`config.mk`:
```
export PLATFORM = sky130hd
export DESIGN_NAME = aolc_regs
export DESIGN_NICKNAME = d
export VERILOG_FILES = /design/src/aolc_pkg.sv /design/src/aolc_cfg_if.sv /design/src/aolc_output_stage.sv /design/src/aolc_regs.sv
export SDC_FILE = /design/constraint.sdc
export NUM_CORES = 1
export LEC_CHECK = 0
export BUFFER_PORTS_ARGS = -buffer_cell sky130_fd_sc_hd__buf_2
export CAP_MARGIN = 20
export CORE_MARGIN = 2
export CORE_UTILIZATION = 30
export CTS_CLUSTER_SIZE = 14
export DETAILED_ROUTE_END_ITERATION = 6
export MAX_ROUTING_LAYER = met4
export SETUP_SLACK_MARGIN = 0.05
export SYNTH_ARGS = -nofsm -noshare
export SYNTH_HDL_FRONTEND = slang
export SYNTH_HIERARCHICAL = 1
export SYNTH_SLANG_ARGS = --single-unit
```
`constraint.sdc`:
```
create_clock -name clock_in -period 1.9 [get_ports clock_in]
set_input_delay 0.38 -clock clock_in [delete_from_list [all_inputs] [get_ports clock_in]]
set_output_delay 0.38 -clock clock_in [all_outputs]
set_load 0.01 [all_outputs]
```
`src/aolc_pkg.sv`:
```
// Constants and types for the output stage and link setup register bank
// Functional notes
// - Bit 2 picks zero, overrange, monitor, fast detect or sysref; reset 1.
// - Invert bit 2; format 00 offset binary, 01 twos; bit 0 swaps channels.
// - Four-bit lane rate range field; read-only lock flag in status bit 7.
// - Lane count is two to the power of quick setup bits 7:6; field resets to 1.
// - Converters are two to the power of quick setup bits 5:3; reset 1.
// - Octets per frame are two to the power of quick bits 2:0; reset 1.
package aolc_pkg;

  // ==========================================================================
  // Register indices and byte addresses (byte address is four times index)
  localparam int unsigned ADDR_W = 16;
  localparam logic [11:0] IDX_BIT2_SEL = 12'h55a;
  localparam logic [11:0] IDX_SAMPLE_FMT = 12'h561;
  localparam logic [11:0] IDX_CHAN_ORDER = 12'h564;
  localparam logic [11:0] IDX_RATE_RANGE = 12'h56e;
  localparam logic [11:0] IDX_LOCK_STATE = 12'h56f;
  localparam logic [11:0] IDX_QUICK_SETUP = 12'h570;
  localparam logic [15:0] ADDR_BIT2_SEL = {2'h0, IDX_BIT2_SEL, 2'h0};
  localparam logic [15:0] ADDR_SAMPLE_FMT = {2'h0, IDX_SAMPLE_FMT, 2'h0};
  localparam logic [15:0] ADDR_CHAN_ORDER = {2'h0, IDX_CHAN_ORDER, 2'h0};
  localparam logic [15:0] ADDR_RATE_RANGE = {2'h0, IDX_RATE_RANGE, 2'h0};
  localparam logic [15:0] ADDR_LOCK_STATE = {2'h0, IDX_LOCK_STATE, 2'h0};
  localparam logic [15:0] ADDR_QUICK_SETUP = {2'h0, IDX_QUICK_SETUP, 2'h0};

  // ==========================================================================
  // Reset values and writable bit masks
  localparam logic [7:0] RST_BIT2_SEL = 8'h01;
  localparam logic [7:0] RST_SAMPLE_FMT = 8'h01;
  localparam logic [7:0] RST_CHAN_ORDER = 8'h00;
  localparam logic [7:0] RST_RATE_RANGE = 8'h00;
  localparam logic [7:0] RST_LOCK_STATE = 8'h00;
  localparam logic [7:0] RST_QUICK_SETUP = 8'h49;
  localparam logic [7:0] WM_BIT2_SEL = 8'h07;
  localparam logic [7:0] WM_SAMPLE_FMT = 8'h07;
  localparam logic [7:0] WM_CHAN_ORDER = 8'h03;
  localparam logic [7:0] WM_RATE_RANGE = 8'hf0;
  localparam logic [7:0] WM_QUICK_SETUP = 8'hff;

  // ==========================================================================
  // Field positions
  localparam int unsigned SEL_HI = 2;
  localparam int unsigned INVERT_BIT = 2;
  localparam int unsigned FMT_HI = 1;
  localparam int unsigned SWAP_BIT = 0;
  localparam int unsigned RATE_HI = 7;
  localparam int unsigned RATE_LO = 4;
  localparam int unsigned LOCK_BIT = 7;
  localparam int unsigned LANES_HI = 7;
  localparam int unsigned LANES_LO = 6;
  localparam int unsigned CONV_HI = 5;
  localparam int unsigned CONV_LO = 3;
  localparam int unsigned OCT_HI = 2;
  localparam int unsigned OCT_LO = 0;

  // ==========================================================================
  // Codes, widths and bus answers
  localparam int unsigned SAMPLE_W = 14;
  typedef enum logic [2:0] {
    SEL_ZERO = 3'h0,
    SEL_OVERRANGE = 3'h1,
    SEL_SIG_MON = 3'h2,
    SEL_FAST_DET = 3'h3,
    SEL_SYSREF = 3'h5
  } aolc_sel_type;
  localparam logic [1:0] FMT_OFFSET = 2'h0;
  localparam logic [1:0] FMT_TWOS = 2'h1;
  localparam logic [1:0] RESP_OKAY = 2'h0;
  localparam logic [1:0] RESP_SLVERR = 2'h2;
  typedef enum logic {WR_COLLECT, WR_RESP} aolc_wr_state_type;

endpackage

```
`src/aolc_cfg_if.sv`:
```
// Interface between the register bank and the output stage
`timescale 1ns/100ps
interface aolc_cfg_if;
  logic [2:0] bit2_sel;
  logic invert;
  logic [1:0] fmt;
  logic swap;
  logic [7:0] quick;
  logic [3:0] flags;
  logic [aolc_pkg::SAMPLE_W-1:0] sample_a_raw;
  logic [aolc_pkg::SAMPLE_W-1:0] sample_b_raw;
  logic ctl_bit2;
  logic [aolc_pkg::SAMPLE_W-1:0] sample_a;
  logic [aolc_pkg::SAMPLE_W-1:0] sample_b;
  logic [3:0] lane_count;
  logic [7:0] conv_count;
  logic [7:0] octet_count;
  modport regs (output bit2_sel, invert, fmt, swap, quick, flags,
    sample_a_raw, sample_b_raw, input ctl_bit2, sample_a, sample_b,
    lane_count, conv_count, octet_count);
  modport stage (input bit2_sel, invert, fmt, swap, quick, flags,
    sample_a_raw, sample_b_raw, output ctl_bit2, sample_a, sample_b,
    lane_count, conv_count, octet_count);
endinterface

```
`src/aolc_output_stage.sv`:
```
// Output stage: control bit 2 source, sample shaping and link counts
`timescale 1ns/100ps
module aolc_output_stage (
  input wire logic clock_in,
  input wire logic reset_in,
  aolc_cfg_if.stage cfg
);

  // ==========================================================================
  // Combinational selection
  logic next_ctl_bit2;
  logic [aolc_pkg::SAMPLE_W-1:0] ord_a;
  logic [aolc_pkg::SAMPLE_W-1:0] ord_b;
  logic [aolc_pkg::SAMPLE_W-1:0] inv_a;
  logic [aolc_pkg::SAMPLE_W-1:0] inv_b;
  logic [aolc_pkg::SAMPLE_W-1:0] fmt_mask;

  // Control bit 2 source; reserved codes drive zero
  always_comb begin
    case (cfg.bit2_sel)
      aolc_pkg::SEL_OVERRANGE: next_ctl_bit2 = cfg.flags[0];
      aolc_pkg::SEL_SIG_MON: next_ctl_bit2 = cfg.flags[1];
      aolc_pkg::SEL_FAST_DET: next_ctl_bit2 = cfg.flags[2];
      aolc_pkg::SEL_SYSREF: next_ctl_bit2 = cfg.flags[3];
      default: next_ctl_bit2 = 1'b0;
    endcase
  end

  // Swap, invert, then offset binary flips the sign bit
  assign ord_a = cfg.swap ? cfg.sample_b_raw : cfg.sample_a_raw;
  assign ord_b = cfg.swap ? cfg.sample_a_raw : cfg.sample_b_raw;
  assign inv_a = cfg.invert ? ~ord_a : ord_a;
  assign inv_b = cfg.invert ? ~ord_b : ord_b;
  assign fmt_mask = {(cfg.fmt == aolc_pkg::FMT_OFFSET),
    {(aolc_pkg::SAMPLE_W-1){1'b0}}};

  // Registered results
  always_ff @(posedge clock_in) begin
    if (reset_in) begin
      cfg.ctl_bit2 <= 1'b0;
      cfg.sample_a <= '0;
      cfg.sample_b <= '0;
      cfg.lane_count <= 4'h1;
      cfg.conv_count <= 8'h01;
      cfg.octet_count <= 8'h01;
    end else begin
      cfg.ctl_bit2 <= next_ctl_bit2;
      cfg.sample_a <= inv_a ^ fmt_mask;
      cfg.sample_b <= inv_b ^ fmt_mask;
      cfg.lane_count <= 4'h1 <<
        cfg.quick[aolc_pkg::LANES_HI:aolc_pkg::LANES_LO];
      cfg.conv_count <= 8'h01 <<
        cfg.quick[aolc_pkg::CONV_HI:aolc_pkg::CONV_LO];
      cfg.octet_count <= 8'h01 <<
        cfg.quick[aolc_pkg::OCT_HI:aolc_pkg::OCT_LO];
    end
  end

endmodule // aolc_output_stage

```
`src/aolc_regs.sv`:
```
// Output stage and link setup register bank with AXI4-Lite slave
//
// Register access over AXI4-Lite is this design's own decision.
`timescale 1ns/100ps
module aolc_regs (
  input wire logic clock_in,
  input wire logic reset_in,
  input wire logic [15:0] awaddr_in,
  input wire logic awvalid_in,
  output logic awready_out,
  input wire logic [31:0] wdata_in,
  input wire logic [3:0] wstrb_in,
  input wire logic wvalid_in,
  output logic wready_out,
  output logic [1:0] bresp_out,
  output logic bvalid_out,
  input wire logic bready_in,
  input wire logic [15:0] araddr_in,
  input wire logic arvalid_in,
  output logic arready_out,
  output logic [31:0] rdata_out,
  output logic [1:0] rresp_out,
  output logic rvalid_out,
  input wire logic rready_in,
  input wire logic overrange_in,
  input wire logic signal_monitor_flag_in,
  input wire logic fast_detect_flag_in,
  input wire logic sysref_in,
  input wire logic pll_lock_in,
  input wire logic [13:0] sample_a_in,
  input wire logic [13:0] sample_b_in,
  output logic control_bit2_out,
  output logic [13:0] sample_a_out,
  output logic [13:0] sample_b_out,
  output logic [3:0] lane_rate_range_out,
  output logic [3:0] lane_count_out,
  output logic [7:0] converter_count_out,
  output logic [7:0] octets_count_out
);

  // ==========================================================================
  // Registers
  logic [7:0] control_bit2_select;
  logic [7:0] output_sample_format;
  logic [7:0] output_channel_order;
  logic [7:0] serial_lane_rate_range;
  logic [7:0] serializer_lock_state;
  logic [7:0] link_quick_setup;
  aolc_pkg::aolc_wr_state_type wr_state;
  aolc_pkg::aolc_wr_state_type next_wr_state;
  logic have_aw;
  logic have_w;
  logic [15:0] wr_addr;
  logic [7:0] wr_byte;
  logic wr_lane0;

  // ==========================================================================
  // Output stage
  aolc_cfg_if cfg ();
  aolc_output_stage u_stage (
    .clock_in(clock_in),
    .reset_in(reset_in),
    .cfg(cfg)
  );

  // Configuration fields to the output stage
  assign cfg.bit2_sel = control_bit2_select[aolc_pkg::SEL_HI:0];
  assign cfg.invert = output_sample_format[aolc_pkg::INVERT_BIT];
  assign cfg.fmt = output_sample_format[aolc_pkg::FMT_HI:0];
  assign cfg.swap = output_channel_order[aolc_pkg::SWAP_BIT];
  assign cfg.quick = link_quick_setup;
  assign cfg.flags = {sysref_in, fast_detect_flag_in,
    signal_monitor_flag_in, overrange_in};
  assign cfg.sample_a_raw = sample_a_in;
  assign cfg.sample_b_raw = sample_b_in;

  // Outputs, each held in a flip-flop
  assign control_bit2_out = cfg.ctl_bit2;
  assign sample_a_out = cfg.sample_a;
  assign sample_b_out = cfg.sample_b;
  assign lane_rate_range_out =
    serial_lane_rate_range[aolc_pkg::RATE_HI:aolc_pkg::RATE_LO];
  assign lane_count_out = cfg.lane_count;
  assign converter_count_out = cfg.conv_count;
  assign octets_count_out = cfg.octet_count;

  // ==========================================================================
  // Write channel handshakes and decode
  logic aw_fire;
  logic w_fire;
  logic b_fire;
  logic wr_go;
  logic next_have_aw;
  logic next_have_w;
  logic we_sel;
  logic we_fmt;
  logic we_order;
  logic we_rate;
  logic wr_hit;

  assign aw_fire = awvalid_in && awready_out;
  assign w_fire = wvalid_in && wready_out;
  assign b_fire = bvalid_out && bready_in;
  assign wr_go = (wr_state == aolc_pkg::WR_COLLECT) && have_aw && have_w;
  assign next_have_aw = !wr_go && (have_aw || aw_fire);
  assign next_have_w = !wr_go && (have_w || w_fire);

  // Write address decode; the lock state register takes no writes
  always_comb begin
    we_sel = 1'b0;
    we_fmt = 1'b0;
    we_order = 1'b0;
    we_rate = 1'b0;
    wr_hit = 1'b1;
    if (wr_addr == aolc_pkg::ADDR_BIT2_SEL) begin
      we_sel = 1'b1;
    end else if (wr_addr == aolc_pkg::ADDR_SAMPLE_FMT) begin
      we_fmt = 1'b1;
    end else if (wr_addr == aolc_pkg::ADDR_CHAN_ORDER) begin
      we_order = 1'b1;
    end else if (wr_addr == aolc_pkg::ADDR_RATE_RANGE) begin
      we_rate = 1'b1;
    end else if (wr_addr == aolc_pkg::ADDR_LOCK_STATE) begin
      wr_hit = 1'b1;
    end else if (wr_addr != aolc_pkg::ADDR_QUICK_SETUP) begin
      wr_hit = 1'b0;
    end
  end

  logic we_quick;
  logic do_write;
  assign we_quick = (wr_addr == aolc_pkg::ADDR_QUICK_SETUP);
  assign do_write = wr_go && wr_lane0;

  // Write state
  always_comb begin
    next_wr_state = wr_state;
    case (wr_state)
      aolc_pkg::WR_COLLECT: if (wr_go) next_wr_state = aolc_pkg::WR_RESP;
      aolc_pkg::WR_RESP: if (b_fire) next_wr_state = aolc_pkg::WR_COLLECT;
      default: next_wr_state = aolc_pkg::WR_COLLECT;
    endcase
  end

  // Write channel flops
  always_ff @(posedge clock_in) begin
    if (reset_in) begin
      wr_state <= aolc_pkg::WR_COLLECT;
      have_aw <= 1'b0;
      have_w <= 1'b0;
      awready_out <= 1'b0;
      wready_out <= 1'b0;
      bvalid_out <= 1'b0;
      bresp_out <= aolc_pkg::RESP_OKAY;
      wr_addr <= '0;
      wr_byte <= '0;
      wr_lane0 <= 1'b0;
    end else begin
      wr_state <= next_wr_state;
      have_aw <= next_have_aw;
      have_w <= next_have_w;
      awready_out <= (next_wr_state == aolc_pkg::WR_COLLECT) && !next_have_aw;
      wready_out <= (next_wr_state == aolc_pkg::WR_COLLECT) && !next_have_w;
      if (aw_fire) wr_addr <= awaddr_in;
      if (w_fire) wr_byte <= wdata_in[7:0];
      if (w_fire) wr_lane0 <= wstrb_in[0];
      if (wr_go) bvalid_out <= 1'b1;
      else if (b_fire) bvalid_out <= 1'b0;
      if (wr_go) bresp_out <= wr_hit ? aolc_pkg::RESP_OKAY
                                     : aolc_pkg::RESP_SLVERR;
    end
  end

  // ==========================================================================
  // Register storage; writes change only writable bits, the lock bit tracks pll_lock_in
  always_ff @(posedge clock_in) begin
    if (reset_in) begin
      control_bit2_select <= aolc_pkg::RST_BIT2_SEL;
      output_sample_format <= aolc_pkg::RST_SAMPLE_FMT;
      output_channel_order <= aolc_pkg::RST_CHAN_ORDER;
      serial_lane_rate_range <= aolc_pkg::RST_RATE_RANGE;
      serializer_lock_state <= aolc_pkg::RST_LOCK_STATE;
      link_quick_setup <= aolc_pkg::RST_QUICK_SETUP;
    end else begin
      if (do_write && we_sel) control_bit2_select <=
        wr_byte & aolc_pkg::WM_BIT2_SEL;
      if (do_write && we_fmt) output_sample_format <=
        wr_byte & aolc_pkg::WM_SAMPLE_FMT;
      if (do_write && we_order) output_channel_order <=
        wr_byte & aolc_pkg::WM_CHAN_ORDER;
      if (do_write && we_rate) serial_lane_rate_range <=
        wr_byte & aolc_pkg::WM_RATE_RANGE;
      if (do_write && we_quick) link_quick_setup <=
        wr_byte & aolc_pkg::WM_QUICK_SETUP;
      serializer_lock_state <= {pll_lock_in, 7'h00};
    end
  end

  // ==========================================================================
  // Read channel
  logic ar_fire;
  logic r_fire;
  logic [7:0] rd_byte;
  logic rd_hit;
  assign ar_fire = arvalid_in && arready_out;
  assign r_fire = rvalid_out && rready_in;

  // Read address decode
  always_comb begin
    rd_byte = 8'h00;
    rd_hit = 1'b1;
    if (araddr_in == aolc_pkg::ADDR_BIT2_SEL) begin
      rd_byte = control_bit2_select;
    end else if (araddr_in == aolc_pkg::ADDR_SAMPLE_FMT) begin
      rd_byte = output_sample_format;
    end else if (araddr_in == aolc_pkg::ADDR_CHAN_ORDER) begin
      rd_byte = output_channel_order;
    end else if (araddr_in == aolc_pkg::ADDR_RATE_RANGE) begin
      rd_byte = serial_lane_rate_range;
    end else if (araddr_in == aolc_pkg::ADDR_LOCK_STATE) begin
      rd_byte = serializer_lock_state;
    end else if (araddr_in == aolc_pkg::ADDR_QUICK_SETUP) begin
      rd_byte = link_quick_setup;
    end else begin
      rd_hit = 1'b0;
    end
  end

  // Read channel flops; one read under way at a time
  always_ff @(posedge clock_in) begin
    if (reset_in) begin
      arready_out <= 1'b0;
      rvalid_out <= 1'b0;
      rdata_out <= '0;
      rresp_out <= aolc_pkg::RESP_OKAY;
    end else begin
      arready_out <= !(rvalid_out && !r_fire) && !ar_fire;
      if (ar_fire) begin
        rvalid_out <= 1'b1;
        rdata_out <= {24'h000000, rd_byte};
        rresp_out <= rd_hit ? aolc_pkg::RESP_OKAY : aolc_pkg::RESP_SLVERR;
      end else if (r_fire) begin
        rvalid_out <= 1'b0;
      end
    end
  end

  // ==========================================================================
  // Assertions
  property p_sel_sysref;
    @(posedge clock_in) disable iff (reset_in)
    (control_bit2_select[2:0] == aolc_pkg::SEL_SYSREF)
      |=> (control_bit2_out == $past(sysref_in));
  endproperty
  a_sel_sysref: assert property (p_sel_sysref)
    else $error("control bit 2 does not follow sysref");

  property p_sel_reserved;
    @(posedge clock_in) disable iff (reset_in)
    (control_bit2_select[2:0] == 3'h4 || control_bit2_select[2:1] == 2'h3)
      |=> !control_bit2_out;
  endproperty
  a_sel_reserved: assert property (p_sel_reserved)
    else $error("reserved selector code drives a one");

  property p_offset_binary;
    @(posedge clock_in) disable iff (reset_in)
    (output_sample_format[2:0] == 3'h0 && !output_channel_order[0])
      |=> (sample_a_out == {~$past(sample_a_in[13]),
        $past(sample_a_in[12:0])});
  endproperty
  a_offset_binary: assert property (p_offset_binary)
    else $error("offset binary sample is wrong");

  property p_swap_invert;
    @(posedge clock_in) disable iff (reset_in)
    (output_sample_format[2:0] == 3'h5 && output_channel_order[0])
      |=> (sample_a_out == ~$past(sample_b_in));
  endproperty
  a_swap_invert: assert property (p_swap_invert)
    else $error("swapped inverted sample is wrong");

  property p_rate_write;
    @(posedge clock_in) disable iff (reset_in)
    (do_write && we_rate) |=> (lane_rate_range_out == $past(wr_byte[7:4]))
      ##1 $stable(lane_rate_range_out);
  endproperty
  a_rate_write: assert property (p_rate_write)
    else $error("lane rate range not stored");

  property p_lock_read;
    @(posedge clock_in) disable iff (reset_in)
    (ar_fire && araddr_in == aolc_pkg::ADDR_LOCK_STATE)
      ##0 $stable(pll_lock_in) ##1 $stable(pll_lock_in)
      |-> (rdata_out == {24'h0, pll_lock_in, 7'h0});
  endproperty
  a_lock_read: assert property (p_lock_read)
    else $error("lock status read is wrong");

  property p_lane_count;
    @(posedge clock_in) disable iff (reset_in)
    !reset_in |=> (lane_count_out == (4'h1 << $past(link_quick_setup[7:6])));
  endproperty
  a_lane_count: assert property (p_lane_count)
    else $error("lane count wrong");

  property p_conv_count;
    @(posedge clock_in) disable iff (reset_in)
    $changed(link_quick_setup) |=>
      (converter_count_out == (8'h01 << $past(link_quick_setup[5:3])));
  endproperty
  a_conv_count: assert property (p_conv_count)
    else $error("converter count wrong");

  property p_octet_count;
    @(posedge clock_in) disable iff (reset_in)
    (link_quick_setup[2:0] == 3'h3) [*2] |-> (octets_count_out == 8'h08);
  endproperty
  a_octet_count: assert property (p_octet_count)
    else $error("octet count wrong");

  c_write_done: cover property (@(posedge clock_in) disable iff (reset_in)
    b_fire && bresp_out == aolc_pkg::RESP_OKAY);
  c_read_done: cover property (@(posedge clock_in) disable iff (reset_in)
    r_fire && rresp_out == aolc_pkg::RESP_OKAY);
  c_swap_on: cover property (@(posedge clock_in) disable iff (reset_in)
    output_channel_order[0] && link_quick_setup[7:6] == 2'h1);

endmodule // aolc_regs

```
==> results_dict.tcl, run 1 <==
set metrics [dict create \
    status "completed" \
    critPathMaxStageDelay_ps 470 \
    period_needed_ps 1720 \
    layout.nets 806 \
    pin_count 202 \
    num_vias 4203 \
    dr.first_iter.drc_count 149 \
    worstSetupEndpointType "flip-flop" \
    tritoncts "done" \
    avgSynthCellArea_sq_um 9.16 \
    yosysSeqAreaShare_pct 45.2 \
    required_ps 2200 \
    hold_viol_final 0 \
    clock-sinks 113 \
    drv_slew 0 \
    clkTransAtPathRegs_ps 50 \
    slew_headroom_pct 61.1 \
    fp.dieH_um 133 \
    htree_levels 4 \
    rsz0062_at_grt "no" \
    coreArea_sq_um 16500 \
    area_growth_syn_to_layout_pct 29.9 \
    routed_via_density 4.52 \
    synth_xor_area_share_pct 5.80 \
    critPathKind "flip-flop to flip-flop" \
    synth_edf_count 0 \
    worstPathBufferInverterCount 0 \
    dr.pass1.iters 5 \
    clk_path_buf_depth 2 \
    ant_nets 0 \
    grt_overflow_total 0 \
    p_per_area_nw_per_um2 950 \
    drive_gt1_share_pct 29.4 \
    synth_mux_area_share_pct 8.39 \
    tns_ps 0 \
    slowest_stage "or3_1" \
    synth.cell_area_sq_um 5010 \
    worstPathMaxFanout 7 \
    min_path_type "input pin to flip-flop" \
    initial_core_util_pct 30.4 \
    synth_cells 547 \
    worstSkewPairLatency_ps 410 \
    hpwl_mm 8.87 \
    io_buffers 148 \
    vdd_drop_max_mv 0.781 \
    whs_ps 206 \
    grt_pass1_wl_mm 19.5 \
    grt_pass1_vias 3840 \
    finalSetupViolCount 0 \
    dieArea_sq_um 17700 \
    grt_usage_pct 14.2 \
    die_x_um 133 \
    clockRootBuffer "clkbuf_16" \
    path_cells "nor4b_4 > nand4_4 > or3_1 > a31o_2" \
    synth_compound_area_share_pct 9.14 \
    p_leak_uw 0.00278 \
    antenna_found_initial 0 \
    start_kind "flip-flop" \
    synth_cell_type_count 60 \
    grt_start_max_net_pins 97 \
    clock_skew_ps 7.28 \
    drc 0 \
    cap_violations 0 \
    post-route-period-util_pct 90.7 \
    cts_made_buffers 17 \
    synthAdderAreaFrac_pct 0 \
    synth_top_family_by_area "simple AND/OR/NAND/NOR gates" \
    gp_congestion 0.808 \
    synth.yosys.warnings 6 \
    antennaDiodeCount 0 \
    ys_async_sr_fraction_pct 0 \
    synthSimpleGateAreaFrac_pct 23.3 \
    wl_per_cell_um 13.1 \
    cp.arrival_ps 2030 \
    fp-row-count 47 \
    routed_wl_mm 12.2 \
    ys_ff_latch 113 \
    fmax_mhz 581 \
    ys.flop_type "dfxtp_1" \
    tightest_slew_ps 583 \
    ctsHoldBuffers 0 \
    path_delay_family "simple AND/OR/NAND/NOR gates" \
]
## stage by stage
| stage | total power [uW] | area [sq um] | worst slack [ps] | util [%] | instances |
|---|---|---|---|---|---|
| after floorplan | 2850 | 5100 | 172 | - | 572 |
| after global placement | 3010 | 5890 | 83.9 | 35.8 | 899 |
| after detailed placement | 3010 | 5890 | 52.0 | 35.8 | 899 |
| after CTS | 6250 | 6500 | 116 | 39.5 | 930 |
| after global routing | 6420 | 6510 | 51.2 | 39.5 | 930 |
| final | 6180 | 6510 | 178 | 39.5 | 930 |
## worst reg2reg max path, delay by kind of cell, from the launching register on
kind             cells  cell delay [ps]
AO/OA/AOI/OAI        1              270
flip-flops           1              330
AND/OR/NAND/NOR      3             1020
## worst paths after layout
| check | startpoint | slack (ps) | endpoint | cells past startpoint |
|---|---|---|---|---|
| worst max-delay path | wr_addr[0] | 180 | output_sample_format[1] | 4 |
| worst min register to register | wr_addr[10] | 450 | wr_addr[10] | 2 |
| worst min-delay path | awaddr_in[13] | 210 | wr_addr[13] | 3 |
| worst max register to register | wr_addr[0] | 180 | output_sample_format[1] | 4 |
## per-layer routing
layer  global-route usage, %  vias to the layer above  part of all wire (%)
met1                    18.0                     1887                    46
met2                    22.0                      156                    46
met5                       -                        -                     0
met3                    4.26                       19                   7.3
li1                        -                     2141                     -
met4                    4.14                        0                   1.3
## cells in the mapped netlist (6+ instances only)
master,count,area share [%]
o31ai_1,6,0.90
buf_4,27,4.0
nand2_1,77,5.8
nor3_1,13,1.3
clkbuf_1,20,1.5
nor4_1,6,0.75
nand2b_1,10,1.2
nand3b_1,10,1.5
nor2_1,55,4.1
nand3_1,7,0.70
a21oi_1,38,3.8
mux2i_1,39,7.8
xor2_1,27,4.7
nor3b_1,11,1.6
dfxtp_1,113,45
## kinds of logic (layout without fill, tap and decap cells)
family / after synthesis / in the layout
other: 1 / 26
AOI/OAI and AO/OA: 72 / 72
buffers and inverters: 64 / 202
muxes: 41 / 41
and+or+nand+nor: 226 / 226
DFF: 113 / 113
xor gates and xnor gates: 30 / 30
## layout by cell type, fill, tap and decap left out, types with 4 or more instances in the layout
cell type,count
nor4_1,6
o21ai_0,4
clkbuf_16,17
inv_1,4
nand4_1,4
a21oi_1,38
o2111ai_1,4
buf_2,148
nand3b_1,10
nor2b_1,4
nand2b_1,10
nand2_1,77
nor4b_1,4
mux2i_1,39
nor2_1,55
nor3b_1,11
buf_4,16
xor2_1,27
dfxtp_1,112
conb_1,26
nand3_1,7
nor3_1,13
o31ai_1,6
clkinv_2,4
and2_1,4
## state kept, by name (all words and copies together) (netlist names), 2 cells and up
name and cells:
wr_addr 16, u_stage/cfg.sample_a 14, u_stage/cfg.sample_b 14, cfg.quick 8, rdata_out 8, u_stage/cfg.conv_count 8, u_stage/cfg.octet_count 8, wr_byte 8
serial_lane_rate_range 4, u_stage/cfg.lane_count 4, control_bit2_select 3, output_sample_format 3, output_channel_order 2
## report_power, final
part	total [uW]	internal, uW	switching, uW
registers	2500	2460	45.1
clock network	3210	2150	1070
logic	463	197	266
total	6180	4800	1380
## cell type report
class                      count  area, sq um
clock buffer                  21          470
clock inverter                10          134
fill                        1687         9960
inverter                       5         18.8
multi-input combinational    395         2440
sequential                   113         2260
tap                          220          275
timing repair buffer         166          901
## what timing repair did
| action | CTS | global route |
|---|---|---|
| gates resized for setup | 0 | 1 |
| buffers inserted | 0 | 0 |
| endpoints found under the setup margin | 0 | 6 |
No activity file was read; power rests on OpenSTA's default activity.
==> run 2: changes to the inputs <==
==> constraint.sdc (replaced) <==
create_clock -name clock_in -period 2.2 [get_ports clock_in]
set_input_delay 0.44 -clock clock_in [delete_from_list [all_inputs] [get_ports clock_in]]
set_output_delay 0.44 -clock clock_in [all_outputs]
set_load 0.01 [all_outputs]
==> results_dict.tcl, run 2 (synthesis results as in run 1) <==
set metrics [dict create \
    cp.arrival_ps 2060 \
    clock_skew_ps 8.80 \
    vdd_drop_max_mv 0.584 \
    routed_wl_mm 12.4 \
    drv_slew 0 \
    worst_slack_ps 448 \
    cap_violations 0 \
    postCtsSetupRepairBufs 0 \
    ctsHoldBuffers 0 \
    reg2reg_to "output_sample_format[1]" \
    cts_made_buffers 17 \
    regMostFlops "wr_addr" \
    worstSkewPairLatency_ps 420 \
    htree_levels 4 \
    p_per_area_nw_per_um2 796 \
    antennaDiodeCount 0 \
    grt_pass1_vias 3902 \
    tns_ps 0 \
    num_vias 4200 \
    holdPathEnd "wr_addr[0]" \
    grt_busiest_layer "met2" \
    p_leak_uw 0.00273 \
    drive_gt1_share_pct 28.7 \
    tightest_slew_ps 635 \
    dp_slack_ps 259 \
    drc 0 \
    worstSetupEndpointType "flip-flop" \
    ant_nets 0 \
    hpwl_mm 8.89 \
    path_cells "nor4b_4 > nand4_2 > or3_1 > a31o_2" \
    fp-row-count 47 \
    slowest_stage "or3_1" \
    clk_path_buf_depth 2 \
    slew_headroom_pct 57.6 \
    clockRootBuffer "clkbuf_16" \
    dr.pass1.iters 4 \
    layout_commonest_cell "buf_2" \
    biggestRegsByFlops "wr_addr (16), u_stage/cfg.sample_a (14), u_stage/cfg.sample_b (14)" \
    critPathKind "flip-flop to flip-flop" \
    grt_start_max_net_pins 97 \
    gp_congestion 0.853 \
    tritoncts "done" \
    dr.first_iter.drc_count 163 \
    wl_per_cell_um 13.4 \
    dieArea_sq_um 17700 \
    antenna_found_initial 0 \
    rrSetupSlack_ps 450 \
    required_ps 2510 \
    fmax_mhz 571 \
    rr_worst_depth 4 \
    grt_usage_pct 14.4 \
    grtUsageMet1_pct 18.1 \
    hold_viol_final 0 \
    rr_startpoint "wr_addr[0]" \
    path_delay_family "simple AND/OR/NAND/NOR gates" \
    clock-sinks 113 \
    io_buffers 148 \
    holdPathStages 3 \
    period_needed_ps 1750 \
    area_growth_syn_to_layout_pct 27.8 \
    min_path_type "input pin to flip-flop" \
    met3_usage_pct 4.19 \
    fp.dieH_um 133 \
    rsz0062_at_grt "no" \
    grt_pass1_wl_mm 19.5 \
    routed_via_density 4.54 \
    met2_usage_pct 21.4 \
    fillers 1700 \
    min-delay-start "awaddr_in[0]" \
    critPathMaxStageDelay_ps 490 \
    layout.nets 800 \
    die_x_um 133 \
    clkTransAtPathRegs_ps 50 \
    pin_count 202 \
    grt_overflow_total 0 \
    coreArea_sq_um 16500 \
    finalCoreUtilization_pct 38.9 \
    start_kind "flip-flop" \
    worstPathBufferInverterCount 0 \
    initial_core_util_pct 30.4 \
    ctsResizeCount 0 \
    post-route-period-util_pct 79.6 \
    largest_reg_flops 16 \
    finalSetupViolCount 0 \
    worstPathMaxFanout 6 \
    status "completed" \
    mostFrequentLayoutCells "buf_2 (148), dfxtp_1 (112), nand2_1 (77)" \
]
-- run 2: where the power goes --
| group | switching, uW | internal (uW) | leakage, uW | total [uW] |
|---|---|---|---|---|
| combinational | 228 | 166 | 0.00154 | 394 |
| sequential | 39.6 | 2120 | 0.000926 | 2160 |
| clock | 942 | 1600 | 0.000266 | 2540 |
-- run 2: worst max path at each step --
stage | from | to | slack [ps] | depth (start not counted)
3_3_place_gp | araddr_in[7] | rdata_out[7] | 300 | 5
4_1_cts | wr_addr[0] | output_sample_format[1] | 430 | 4
5_1_grt | wr_addr[0] | output_sample_format[2] | 380 | 4
6_report | wr_addr[0] | output_sample_format[1] | 450 | 4
3_5_place_dp | araddr_in[5] | rdata_out[7] | 260 | 5
2_1_floorplan | araddr_in[7] | rdata_out[7] | 410 | 6
-- run 2: final cells by class --
type | count | area, sq um | area share [%]
well taps | 220 | 275 | 4.30
multi-input cells | 395 | 2430 | 38.1
inverters | 5 | 18.8 | 0.293
repair buffers | 160 | 856 | 13.4
clock inverters | 10 | 86.3 | 1.35
flip-flops and latches | 113 | 2260 | 35.4
clock buffers | 22 | 464 | 7.25
-- run 2: worst register-to-register path, delay by kind of cell, from the launching register on --
family,cells,cell delay [ps]
AND/OR/NAND/NOR,3,1050
AO/OA/AOI/OAI,1,260
flip-flops,1,330
-- run 2: metrics by stage --
| step | hold slack, ps | total power, uW | std cells | cell area [sq um] |
|---|---|---|---|---|
| 4_1_cts | 237 | 5150 | 925 | 6400 |
| 2_1_floorplan | 432 | 2460 | 572 | 5100 |
| 3_3_place_gp | 441 | 2590 | 893 | 5850 |
| 6_report | 255 | 5090 | 925 | 6400 |
| 5_1_grt | 250 | 5290 | 925 | 6400 |
| 3_5_place_dp | 448 | 2600 | 893 | 5850 |
-- run 2: routing by layer --
metal  up-vias  routed length [um]
li1       2125                   -
met4         0                 285
met5         -                   0
met1      1910                5810
met2       140                5530
met3        25                 733
==> run 3: changes to the inputs <==
--- a/config.mk
+++ b/config.mk
@@ -5,6 +5,7 @@
 export SDC_FILE = /design/constraint.sdc
 export NUM_CORES = 1
 export LEC_CHECK = 0
+export ABC_AREA = 1
 export BUFFER_PORTS_ARGS = -buffer_cell sky130_fd_sc_hd__buf_2
 export CAP_MARGIN = 20
 export CORE_MARGIN = 2
==> constraint.sdc (replaced) <==
create_clock -name clock_in -period 1.5 [get_ports clock_in]
set_input_delay 0.3 -clock clock_in [delete_from_list [all_inputs] [get_ports clock_in]]
set_output_delay 0.3 -clock clock_in [all_outputs]
set_load 0.01 [all_outputs]
==> results_dict.tcl, run 3 <==
set metrics [dict create \
    status "completed" \
    ctsHoldBuffers 0 \
    antenna_found_initial 1 \
    htree_levels 4 \
    synth.most_common_cell "nand2_1" \
    gp_congestion 0.850 \
    hpwl_mm 9.81 \
    synthTopCellsByArea "dfxtp_1 (45%), nand2_1 (13%), nor2_1 (8.5%)" \
    synth_cell_type_count 33 \
    mostFrequentLayoutCells "nand2_1 (171), buf_2 (148), nor2_1 (111)" \
    layout.nets 980 \
    post_layout_nonfiller_instances 1105 \
    finalSetupViolCount 0 \
    ys_ff_latch 113 \
    vdd_drop_max_mv 0.879 \
    dieArea_sq_um 17800 \
    cts_made_buffers 17 \
    clkTransAtPathRegs_ps 50 \
    total_power_uw 8240 \
    tns_ps 0 \
    final-seq-area_sq_um 2270 \
    fp.dieH_um 134 \
    rsz0062_at_grt "yes" \
    dp.cells 1068 \
    biggestRegsByFlops "wr_addr (16), u_stage/cfg.sample_a (14), u_stage/cfg.sample_b (14)" \
    p_leak_uw 0.00335 \
    synth_area_leader_cell "dfxtp_1" \
    dr.pass1.iters 4 \
    regMostFlops "wr_addr" \
    p_per_area_nw_per_um2 1230 \
    drive_gt1_share_pct 29.0 \
    wl_per_cell_um 11.8 \
    hold_viol_final 0 \
    routed_via_density 4.32 \
    fmax_mhz 735 \
    area_growth_syn_to_layout_pct 33.6 \
    drc 0 \
    worstSkewPairLatency_ps 410 \
    grt_overflow_total 0 \
    critPathKind "flip-flop to flip-flop" \
    clockRootBuffer "clkbuf_16" \
    multi_input_area_sq_um 2330 \
    post-route-period-util_pct 90.7 \
    tritoncts "done" \
    routed_wl_mm 13.0 \
    yosys-top-cells-count "nand2_1 (173), nor2_1 (114), dfxtp_1 (113)" \
    initial_core_util_pct 30.6 \
    io_buffers 148 \
    netlist.area_leader.share_pct 45.0 \
    worstSetupEndpointType "flip-flop" \
    clock_skew_ps 6.85 \
    ant_nets 0 \
    cap_violations 0 \
    required_ps 1850 \
    drv_slew 0 \
    worstPathMaxFanout 6 \
    grt_pass1_wl_mm 20.9 \
    largest_reg_flops 16 \
    layout_commonest_cell "nand2_1" \
    synth_edf_count 0 \
    grt_start_max_net_pins 40 \
    ys_async_sr_fraction_pct 0 \
    pin_count 202 \
    synth_cells 706 \
    die_x_um 134 \
    ys.flop_type "dfxtp_1" \
    coreArea_sq_um 16500 \
    grt_pass1_vias 4256 \
    cp.arrival_ps 1710 \
    grt_usage_pct 15.4 \
    avgSynthCellArea_sq_um 7.13 \
    fp-row-count 47 \
    dr.first_iter.drc_count 147 \
    yosysSeqAreaShare_pct 45.0 \
    synth.cell_area_sq_um 5030 \
    synth.yosys.warnings 6 \
    min_path_type "input pin to flip-flop" \
    period_needed_ps 1360 \
    fillers 1750 \
    num_vias 4770 \
    whs_ps 112 \
    start_kind "flip-flop" \
    clock-sinks 113 \
    clk_path_buf_depth 2 \
]
run 3: cell count changes in the layout (fill, tap and decap cells not counted), sizes merged, moves of 9 or more:
cell / previous run / this run
nand3: 7 / 36
xor2: 27 / 0
buf: 160 / 174
mux2i: 39 / 0
nor2: 55 / 123
o21ai: 5 / 63
nand2: 77 / 174
inv: 4 / 63
nor3b: 11 / 0
nor3: 13 / 22
nand2b: 10 / 0
run 3: layout make-up:
cell class | count | share of cell area, %
multi-input combinational | 501 | 34.6
inverter | 65 | 3.63
tap | 220 | 4.09
clock inverter | 11 | 2.75
antenna | 1 | 0.0372
sequential | 113 | 33.7
clock buffer | 20 | 6.79
timing repair buffer | 174 | 14.4
run 3: path summary, 6_finish.rpt:
path               startpoint                  endpoint  slack [ps]  cells after the start
setup / recovery  wr_addr[10]              cfg.quick[2]         140                      9
hold / removal    pll_lock_in  serializer_lock_state[7]         110                      3
setup reg to reg  wr_addr[10]              cfg.quick[2]         140                      9
hold reg to reg    wr_byte[3]                wr_byte[3]         460                      2
run 3: cell families after synthesis:
kind of cell,synth area share [%]
DFF,45.0
AOI/OAI and AO/OA,12.2
other,0.0745
buffers and inverters,11.7
and+or+nand+nor,31.2
run 3: power breakdown:
group	total [uW]	internal, uW	switching [uW]
combinational	659	262	397
sequential	3200	3130	63.3
clock	4390	3010	1380
run 3: through the flow:
step	cell area (sq um)	worst slack [ps]	utilization, %
finish	6730	139	40.8
global route	6730	15.2	40.8
CTS	6620	71.8	40.2
detailed placement	5980	34.8	36.3
global placement	5980	61.5	36.3
floorplan	5130	265	-
run 3: per-layer routing:
metal,wire [um],track usage [%]
met5,0,-
met4,161,5.32
met3,998,5.33
met2,5930,23.8
met1,5940,18.7
run 3: timing repair:
action	4_1_cts	5_1_grt
endpoints found under the setup margin	0	20
gates resized for setup	0	23
buffers inserted	0	5
run 3: worst max-delay path: stages, from the launching register on:
cell and delay [ps]:
dfxtp_2 320, inv_2 30, nor2_2 80, nand3_2 120, nor2_8 170, nand3b_4 90, nor2_4 190, buf_12 140
o21ai_2 60, a21oi_2 90
